### src/rtl/hpm_pkg.sv
/*
 * hpm_pkg: constants, register map and state type shared by the haptic playback
 * and mode control block.
 * Assumes a single 50 MHz system clock and an 8-bit plain register port.
 */
package hpm_pkg;
    localparam int REG_AW = 4;
    localparam int REG_DW = 8;

    // register offsets
    localparam logic [3:0] ADDR_CTRL = 4'h0;
    localparam logic [3:0] ADDR_STREAM = 4'h1;
    localparam logic [3:0] ADDR_NOMMAX = 4'h2;
    localparam logic [3:0] ADDR_ABSMAX = 4'h3;
    localparam logic [3:0] ADDR_MIN_DUTY = 4'h4;
    localparam logic [3:0] ADDR_TRIGGER = 4'h5;
    localparam logic [3:0] ADDR_STATUS = 4'h6;
    localparam logic [3:0] ADDR_LEVEL = 4'h7;
    localparam logic [3:0] ADDR_DUTY = 4'h8;

    // control register fields
    localparam int CTRL_MODE_LSB = 0;
    localparam int CTRL_ACCEL_BIT = 3;
    localparam int CTRL_STANDBY_BIT = 4;
    localparam int CTRL_LRA_BIT = 5;
    localparam int TRIG_SEQ_BIT = 0;

    // reset values
    localparam logic [2:0] RST_MODE = 3'h0;
    localparam logic [7:0] RST_STREAM = 8'h00;
    localparam logic [7:0] RST_NOMMAX = 8'hFF;
    localparam logic [7:0] RST_ABSMAX = 8'hFF;
    localparam logic [7:0] RST_MIN_DUTY = 8'h00;

    // playback modes
    localparam logic [2:0] MODE_INACTIVE = 3'h0;
    localparam logic [2:0] MODE_REG_STREAM = 3'h1;
    localparam logic [2:0] MODE_PWM_STREAM = 3'h2;
    localparam logic [2:0] MODE_WRITE_MEM = 3'h3;
    localparam logic [2:0] MODE_EDGE_MEM = 3'h4;

    // level codes
    localparam logic [7:0] CODE_FULL = 8'h7F;
    localparam logic [7:0] CODE_SIGN = 8'h80;

    // timing
    localparam int CLK_HZ = 50000000;
    localparam int BRIDGE_FREQ_DHZ = 1875000; // 187.5 kHz in tenths of a hertz
    localparam int BRIDGE_DIV = (CLK_HZ * 10) / BRIDGE_FREQ_DHZ;

    typedef enum logic [1:0] {
        HPM_BOOT = 2'h0,
        HPM_IDLE = 2'h1,
        HPM_DRIVE = 2'h3,
        HPM_STANDBY = 2'h2
    } hpm_state_t;
endpackage : hpm_pkg
### src/rtl/hpm_ctrl.sv
/*
 * hpm_ctrl: system state machine, operating-mode selection and streamed drive-level
 * logic (register streaming and PWM demodulation) of a haptic actuator driver.
 * Assumes: fault flags, zero-cross pulses, memory playback level and done come from
 * logic on i_clk; the trigger/stream pin is asynchronous and is synchronised here.
 */
`timescale 1ns/10ps

// Operation
// - after reset load defaults, then wait in idle once boot completes.
// - any fault sends the device straight to idle; the code ignores faults while in boot.
// - playback start moves the device from idle or standby into the drive state.
// - playback end returns to standby if enabled, else idle.
// - mode field: 0 off, 1 register, 2 pwm, 3 write-trigger, 4 edge-trigger.
// - inactive keeps registers; start needs a request and no fault flags.
// - register streaming drives from the streamed drive level register.
// - assist on: codes 0x00..0x7F scale nominal max, 0x80..0xFF unused.
// - steady-state level scales to nominal max while assist is on.
// - assist off: signed code scales absolute max, 0x80 -100, 0x7F +100.
// - negative level reverses polarity or shifts actuator phase by 180 degrees.
// - amplitude updates only at zero crossings, sampling the requested level.
// - new level may lag one half-period; polarity indication aids alignment.
// - register streaming at zero disables stage; nonzero re-enables half-period later.
// - pwm mode derives level from pin duty; source should run first.
// - pwm with assist on maps duty to 0..100 percent nominal.
// - pwm with assist off maps duty to signed absolute, 50 percent zero.
// - output bridge switches at 187.5 kHz regardless of input frequency; the 266-clock divider here gives about 188.0 kHz.
// - duty demodulator measures on rising input edges.
// - duty below the minimum duty threshold yields zero drive.
// - pwm zero level disables stage; re-enable one half-period after nonzero.
// - register port stays fully operational in every state.
module hpm_ctrl #(
    parameter int CNT_W = 16
) (
    input wire logic i_clk, // system clock
    input wire logic i_rst, // synchronous reset, active high
    input wire logic i_ce, // clock enable, freezes all state when low
    input wire logic [hpm_pkg::REG_AW-1:0] i_addr, // register address
    input wire logic [hpm_pkg::REG_DW-1:0] i_wdata, // register write data
    input wire logic i_wr, // write strobe
    input wire logic i_rd, // read strobe
    output logic [hpm_pkg::REG_DW-1:0] o_rdata, // read data, cycle after strobe
    input wire logic i_trigger_stream_pin, // asynchronous trigger/stream pin
    input wire logic i_boot_done, // boot sequence complete
    input wire logic i_fault, // any fault flag still set
    input wire logic i_zero_cross, // pulse at actuator voltage zero cross
    input wire logic i_playback_done, // memory sequence finished
    input wire logic [7:0] i_mem_level, // level code from memory sequencer
    output hpm_pkg::hpm_state_t o_state, // system state
    output logic [7:0] o_drive_mag, // applied drive magnitude
    output logic o_drive_reverse, // reverse polarity / 180 degree phase
    output logic o_stage_en, // output stage enable
    output logic o_bridge_tick, // bridge switching strobe
    output logic o_half_pol, // half-period polarity indication
    output logic o_mem_start // pulse: start memory playback
);
    import hpm_pkg::*;

    typedef struct packed {
        hpm_state_t fsm;
        logic [2:0] mode;
        logic accel;
        logic standby;
        logic lra;
        logic [7:0] stream;
        logic [7:0] nommax;
        logic [7:0] absmax;
        logic [7:0] min_duty;
        logic [7:0] rdata;
        logic pin_s1;
        logic pin_s2;
        logic pin_q;
        logic [CNT_W-1:0] per_cnt;
        logic [CNT_W-1:0] hi_cnt;
        logic [7:0] duty;
        logic [7:0] app_mag;
        logic app_neg;
        logic stage_en;
        logic en_pend;
        logic half_pol;
        logic [8:0] br_cnt;
        logic br_tick;
        logic mem_active;
        logic mem_start;
    } hpm_regs_t;

    localparam logic [8:0] BR_LAST = 9'(BRIDGE_DIV - 1);
    localparam logic [CNT_W-1:0] CNT_MAX = '1;

    hpm_regs_t q_r;
    hpm_regs_t q_nxt;

    // magnitude 0..128 scaled against a full-scale voltage code
    function automatic logic [7:0] hpm_scale(input logic [7:0] m, input logic [7:0] volt);
        logic [15:0] p;
        p = 16'(m) * 16'(volt);
        if (m >= CODE_FULL) begin
            hpm_scale = volt;
        end else begin
            hpm_scale = p[14:7];
        end
    endfunction : hpm_scale

    // duty fraction of the last measured period, 0..255
    function automatic logic [7:0] hpm_duty(input logic [CNT_W-1:0] hi,
                                            input logic [CNT_W-1:0] per);
        logic [CNT_W+7:0] r;
        r = '0;
        if (per != '0) begin
            r = {hi, 8'h00} / {8'h00, per};
        end
        if (r > (CNT_W+8)'(8'hFF)) begin
            hpm_duty = 8'hFF;
        end else begin
            hpm_duty = r[7:0];
        end
    endfunction : hpm_duty

    logic [2:0] eff_mode;
    logic stream_mode;
    logic trig_wr;
    logic pin_rise;
    logic start_req;
    logic play_done;
    logic [7:0] req_code;
    logic [7:0] req_mag;
    logic req_neg;
    logic [7:0] neg_code;

    always_comb begin
        // unknown codes fall back to inactive
        eff_mode = (q_r.mode > MODE_EDGE_MEM) ? MODE_INACTIVE : q_r.mode;
        stream_mode = (eff_mode == MODE_REG_STREAM) || (eff_mode == MODE_PWM_STREAM);
        trig_wr = i_wr && (i_addr == ADDR_TRIGGER) && i_wdata[TRIG_SEQ_BIT];
        pin_rise = q_r.pin_s2 && !q_r.pin_q;
        start_req = !i_fault && (stream_mode
            || (eff_mode == MODE_WRITE_MEM && trig_wr)
            || (eff_mode == MODE_EDGE_MEM && (trig_wr || pin_rise)));
        play_done = q_r.mem_active ? i_playback_done : !stream_mode;

        // requested level code, in the signed or unsigned sense set by accel
        req_code = 8'h00;
        case (eff_mode)
            MODE_REG_STREAM: req_code = q_r.stream;
            MODE_PWM_STREAM: begin
                if (q_r.duty < q_r.min_duty) begin
                    req_code = 8'h00;
                end else if (q_r.accel) begin
                    req_code = {1'b0, q_r.duty[7:1]};
                end else begin
                    req_code = q_r.duty ^ CODE_SIGN;
                end
            end
            MODE_WRITE_MEM, MODE_EDGE_MEM: req_code = i_mem_level;
            default: req_code = 8'h00;
        endcase
        neg_code = 8'(~req_code + 8'h01);
        if (q_r.accel) begin
            // upper half is unused and drives nothing
            req_neg = 1'b0;
            req_mag = req_code[7] ? 8'h00 : hpm_scale(req_code, q_r.nommax);
        end else begin
            req_neg = req_code[7];
            req_mag = hpm_scale(req_code[7] ? neg_code : req_code, q_r.absmax);
        end
        if (req_mag == 8'h00) begin
            req_neg = 1'b0;
        end
    end

    always_comb begin
        q_nxt = q_r;
        q_nxt.mem_start = 1'b0;
        q_nxt.rdata = 8'h00;

        q_nxt.pin_s1 = i_trigger_stream_pin;
        q_nxt.pin_s2 = q_r.pin_s1;
        q_nxt.pin_q = q_r.pin_s2;

        // register port, served in every state
        if (i_wr) begin
            case (i_addr)
                ADDR_CTRL: begin
                    q_nxt.mode = i_wdata[CTRL_MODE_LSB +: 3];
                    q_nxt.accel = i_wdata[CTRL_ACCEL_BIT];
                    q_nxt.standby = i_wdata[CTRL_STANDBY_BIT];
                    q_nxt.lra = i_wdata[CTRL_LRA_BIT];
                end
                ADDR_STREAM: q_nxt.stream = i_wdata;
                ADDR_NOMMAX: q_nxt.nommax = i_wdata;
                ADDR_ABSMAX: q_nxt.absmax = i_wdata;
                ADDR_MIN_DUTY: q_nxt.min_duty = i_wdata;
                default: q_nxt.stream = q_r.stream;
            endcase
        end
        if (i_rd) begin
            case (i_addr)
                ADDR_CTRL: q_nxt.rdata = {2'h0, q_r.lra, q_r.standby, q_r.accel, q_r.mode};
                ADDR_STREAM: q_nxt.rdata = q_r.stream;
                ADDR_NOMMAX: q_nxt.rdata = q_r.nommax;
                ADDR_ABSMAX: q_nxt.rdata = q_r.absmax;
                ADDR_MIN_DUTY: q_nxt.rdata = q_r.min_duty;
                ADDR_STATUS: q_nxt.rdata = {3'h0, q_r.en_pend, q_r.stage_en,
                                            q_r.half_pol, q_r.fsm};
                ADDR_LEVEL: q_nxt.rdata = q_r.app_mag;
                ADDR_DUTY: q_nxt.rdata = q_r.duty;
                default: q_nxt.rdata = 8'h00;
            endcase
        end

        // duty demodulator: a period runs from one rising edge to the next
        if (pin_rise) begin
            q_nxt.duty = hpm_duty(q_r.hi_cnt, q_r.per_cnt);
            q_nxt.per_cnt = (CNT_W)'(1);
            q_nxt.hi_cnt = (CNT_W)'(1);
        end else if (q_r.per_cnt == CNT_MAX) begin
            // no edges: pin is static, so duty is 0 or 100 percent
            q_nxt.duty = q_r.pin_s2 ? 8'hFF : 8'h00;
            q_nxt.hi_cnt = '0;
        end else begin
            q_nxt.per_cnt = q_r.per_cnt + (CNT_W)'(1);
            if (q_r.pin_s2) begin
                q_nxt.hi_cnt = q_r.hi_cnt + (CNT_W)'(1);
            end
        end

        // bridge strobe is free running, unrelated to the input pwm rate
        // the counter keeps running with the stage off, so no restart is needed on re-enable
        q_nxt.br_tick = 1'b0;
        if (q_r.br_cnt == BR_LAST) begin
            q_nxt.br_cnt = 9'h000;
            q_nxt.br_tick = q_r.stage_en;
        end else begin
            q_nxt.br_cnt = q_r.br_cnt + 9'h001;
        end

        // system states
        case (q_r.fsm)
            HPM_BOOT: begin
                if (i_boot_done) begin
                    q_nxt.fsm = HPM_IDLE;
                end
            end
            HPM_IDLE, HPM_STANDBY: begin
                if (start_req) begin
                    q_nxt.fsm = HPM_DRIVE;
                    q_nxt.mem_active = !stream_mode;
                    q_nxt.mem_start = !stream_mode;
                end
            end
            HPM_DRIVE: begin
                if (play_done) begin
                    q_nxt.fsm = q_r.standby ? HPM_STANDBY : HPM_IDLE;
                    q_nxt.mem_active = 1'b0;
                end
            end
            default: q_nxt.fsm = HPM_IDLE;
        endcase
        if (i_fault && q_r.fsm != HPM_BOOT) begin
            q_nxt.fsm = HPM_IDLE;
            q_nxt.mem_active = 1'b0;
            q_nxt.mem_start = 1'b0;
        end

        // amplitude path: sampled only around zero crossings
        if (q_r.fsm != HPM_DRIVE) begin
            q_nxt.app_mag = 8'h00;
            q_nxt.app_neg = 1'b0;
            q_nxt.stage_en = 1'b0;
            q_nxt.en_pend = 1'b0;
        end else if (i_zero_cross) begin
            q_nxt.half_pol = !q_r.half_pol;
            if (req_mag == 8'h00) begin
                // holding zero: stage off to save power
                q_nxt.app_mag = 8'h00;
                q_nxt.app_neg = 1'b0;
                q_nxt.stage_en = 1'b0;
                q_nxt.en_pend = 1'b0;
            end else if (!q_r.stage_en && !q_r.en_pend) begin
                q_nxt.en_pend = 1'b1;
            end else begin
                q_nxt.stage_en = 1'b1;
                q_nxt.en_pend = 1'b0;
                q_nxt.app_mag = req_mag;
                q_nxt.app_neg = req_neg;
            end
        end
    end

    always_ff @(posedge i_clk) begin
        if (i_rst) begin
            q_r <= '0;
            q_r.fsm <= HPM_BOOT;
            q_r.mode <= RST_MODE;
            q_r.stream <= RST_STREAM;
            q_r.nommax <= RST_NOMMAX;
            q_r.absmax <= RST_ABSMAX;
            q_r.min_duty <= RST_MIN_DUTY;
        end else if (i_ce) begin
            q_r <= q_nxt;
        end
    end

    assign o_rdata = q_r.rdata;
    assign o_state = q_r.fsm;
    assign o_drive_mag = q_r.app_mag;
    assign o_drive_reverse = q_r.app_neg;
    assign o_stage_en = q_r.stage_en;
    assign o_bridge_tick = q_r.br_tick;
    assign o_half_pol = q_r.half_pol;
    assign o_mem_start = q_r.mem_start;
endmodule : hpm_ctrl

### config.mk
export PLATFORM = sky130hd
export DESIGN_NAME = hpm_ctrl
export DESIGN_NICKNAME = d
export VERILOG_FILES = /design/src/rtl/hpm_pkg.sv /design/src/rtl/hpm_ctrl.sv
export SDC_FILE = /design/constraint.sdc
export NUM_CORES = 1
export LEC_CHECK = 0
export ABC_AREA = 1
export BUFFER_PORTS_ARGS = -buffer_cell sky130_fd_sc_hd__buf_2
export CAP_MARGIN = 20
export CORE_MARGIN = 2
export CORE_UTILIZATION = 65
export DETAILED_ROUTE_END_ITERATION = 16
export PLACE_DENSITY = 0.83
export SETUP_SLACK_MARGIN = 0.05
export SLEW_MARGIN = 20
export SYNTH_ARGS = -nofsm -noshare
export SYNTH_HDL_FRONTEND = slang
export SYNTH_SLANG_ARGS = --single-unit
### constraint.sdc
create_clock -name i_clk -period 63.7 [get_ports i_clk]
set_input_delay 6.37 -clock i_clk [delete_from_list [all_inputs] [get_ports i_clk]]
set_output_delay 6.37 -clock i_clk [all_outputs]
set_load 0.03 [all_outputs]
==> results.md <==
* Outcome: finished, final reports clean
* # H-tree levels at 4
* Final Slew Violations at 0
* Crit start category: flip-flop
* Bufs on Longest Clock Path at 2
* Clock Sinks at 115
* Dpl hpwl at 59,820 µm
* Die W at 204.8 µm
* Most common flop cell mapped by yosys: dfxtp_1
* Gr ovfl total at 0
* Sequential share of the synthesized area at 8.784%
* Fmax at around 17 MHz
* Die Footprint at 0.04194 mm²
* Vias in the first global route at roughly 25,000
* Synthesized Nets at 4,544
* 1st-iter DRT viols at 2,173
* CTS tree: done
* GRT Resource Usage Total at a little over a third
* Root Driver: clkbuf_16
* Setup violators final at 0
* Slowest stage cell, crit path: a221oi_1
* Crit-path most repeated cell: a21oi_1
* CP max FO at 35
* Drt via density at ~5.9
* Crit path max-delay family: compound AO/OA/AOI/OAI gates
* Antenna viol nets, final at 0
* # port buffers at 52
* Largest stage delay, worst path at roughly 0.47 ns
* Netlist cell types at 72
* Die H at just over 200 µm
* Met3 WL at around 6400 µm
* Met2 WL at 33,510 µm
* TritonCTS buffer count at 17
* Endpoints failing hold at 0
* Hold_buf cts at 0
* Synthesis-stage register bit count at 115
* # nets final at 4,546
* Yosys top cell area share at 16.14%
* Buf+Inv Stages, Crit Path at 53
* R2R Setup Slk at 6.50 ns
* WL met1 at between 30,000 and 40,000 µm
* DP Area at 0.02668 mm²
* Worst slew pin tran at 0.9595 ns
* Fin crit share at 89.79%
* Drt pass-1 iters at 6
* DRC Markers at 0
* Largest area contributor in the netlist: ha_1
* Syn Inst Count at 4,107
* ANT cells at 0
* Starting Density at 65.96%
* Mean post-synth cell area at 6.382 µm²
* Number of synthesis warnings at 0
* Total number of vias at 27,356
* Routed WL at 75,760 µm
* Global placement routability congestion at 1.003
* Worst-Skew Late Latency at 0.42 ns
* EDFF count, synth at 0
* Area delta synth->final at 4.158%
* IO Count at 53
* WL per Instance at around 16 µm
* Largest net degree at the start of global routing at 51
* Netlist Area Pre-Place at 0.02621 mm²
* Core box area at 0.03973 mm²
* Worst EP required at about 64 ns
* Number of antenna violations at the first check in global routing at 0
* Setup TNS at 0 ns
* # rows at 73
* Highest Signal Layer: met4
* Slew margin rel. at 34.38%
* Max-cap violation count at 0
* Final Cell Area at 0.02730 mm²
* RSZ-0062 raised after global routing: false
* Minimum clock period at 57.20 ns
* Critical path class: reg -> reg
* Synth async-reset ratio at 0%
* Clk slew on worst S/H paths at about 0.060 ns
* First-pass GRT wire length at ~120,000 µm
* Top cells by area, synth: ha_1, nand2_1, dfxtp_1, inv_1, a21oi_1
* Setup Skew at 0.009675 ns
* Layout cells sized above 1 at 9.025%
* WP data arrival at 57.51 ns
* Critical Path End Type: flip-flop
* HP Class: reg -> reg
[per-layer routing]
layer | vias up | GRT usage [%]
met5 | - | 0
met4 | 0 | 13.56
met3 | 226 | 3.516
met2 | 1191 | 59.03
met1 | 12325 | 48.85
li1 | 13614 | -
[placed cells by master, fill, tap and decap left out, types with 102 or more instances in the layout]
cell type,instances
nand2_1,841
inv_1,575
a21oi_1,350
nor2_1,339
ha_1,338
o21ai_0,301
nand3_1,207
xor2_1,143
dfxtp_1,114
xnor2_1,102
[cell type report]
class	count	area, µm²
clock inverter	14	142.6
inverter	615	2352
sequential	115	2303
timing repair buffer	78	455.4
tap	525	656.9
fill	3563	12430
clock buffer	18	439.2
multi-input combinational	3282	20950
[registers in the layout, indices dropped and copies added (netlist names)]
register	count
q_r	90
o_drive_mag	8
o_rdata	8
o_state	2
q_nxt	2
o_bridge_tick	1
o_drive_reverse	1
o_half_pol	1
o_mem_start	1
o_stage_en	1
[synth_stat cells, types with 16 or more instances]
master	n
buf_4	22
clkbuf_1	47
nor2_1	339
inv_2	17
a31oi_1	17
a21oi_1	350
nand4_1	55
a211oi_1	18
nor2_2	28
ha_1	338
inv_1	577
o21bai_1	35
o21ai_0	303
nand3_1	207
fa_1	69
or2_2	20
xnor2_1	102
o21ai_1	22
nand2_1	841
nand2_2	64
o31ai_1	17
nor3_1	60
xor2_1	143
o22ai_1	22
nand3_2	26
nand2_4	34
dfxtp_1	115
a21o_1	16
nor4_1	18
[worst paths after layout]
check | startpoint | cells past startpoint | end
setup / recovery | q_r[56] | 367 | q_r[24]
hold / removal | q_r[11] | 1 | q_r[11]
hold reg to reg | q_r[11] | 1 | q_r[11]
setup reg to reg | q_r[56] | 367 | q_r[24]
[through the flow]
stage | utilization (%) | hold slack [ns] | cells | setup WS, ns
after CTS | 68.61 | 0.4493 | 4644 | 6.625
final | 68.71 | 0.4475 | 4647 | 6.504
after detailed placement | 67.15 | 0.4403 | 4612 | 6.744
after global placement | 67.15 | 0.4405 | 4612 | 9.189
after global routing | 68.71 | 0.4720 | 4647 | 0.08438
after floorplan | - | 0.4216 | 4107 | 11.58
[logic make-up (layout without fill, tap and decap cells)]
family | count (synthesis) | in the layout | synth area share, %
compound gates | 888 | 888 | 19.27
simple gates | 1742 | 1742 | 31.03
fa+ha+maj | 407 | 407 | 21.41
flops | 115 | 115 | 8.784
buf+inv | 710 | 725 | 11.33
xor+xnor | 245 | 245 | 8.187
[timing repair]
| item | CTS | global route |
|---|---|---|
| gates resized for setup | 0 | 6 |
| setup endpoints to repair | 0 | 1 |
| setup buffers | 0 | 3 |
| endpoints found under the hold margin | 0 | 0 |
Power is left out: the tool's default activity adds up to more than one toggle a clock period on the data nets, which glitch-free logic cannot reach.
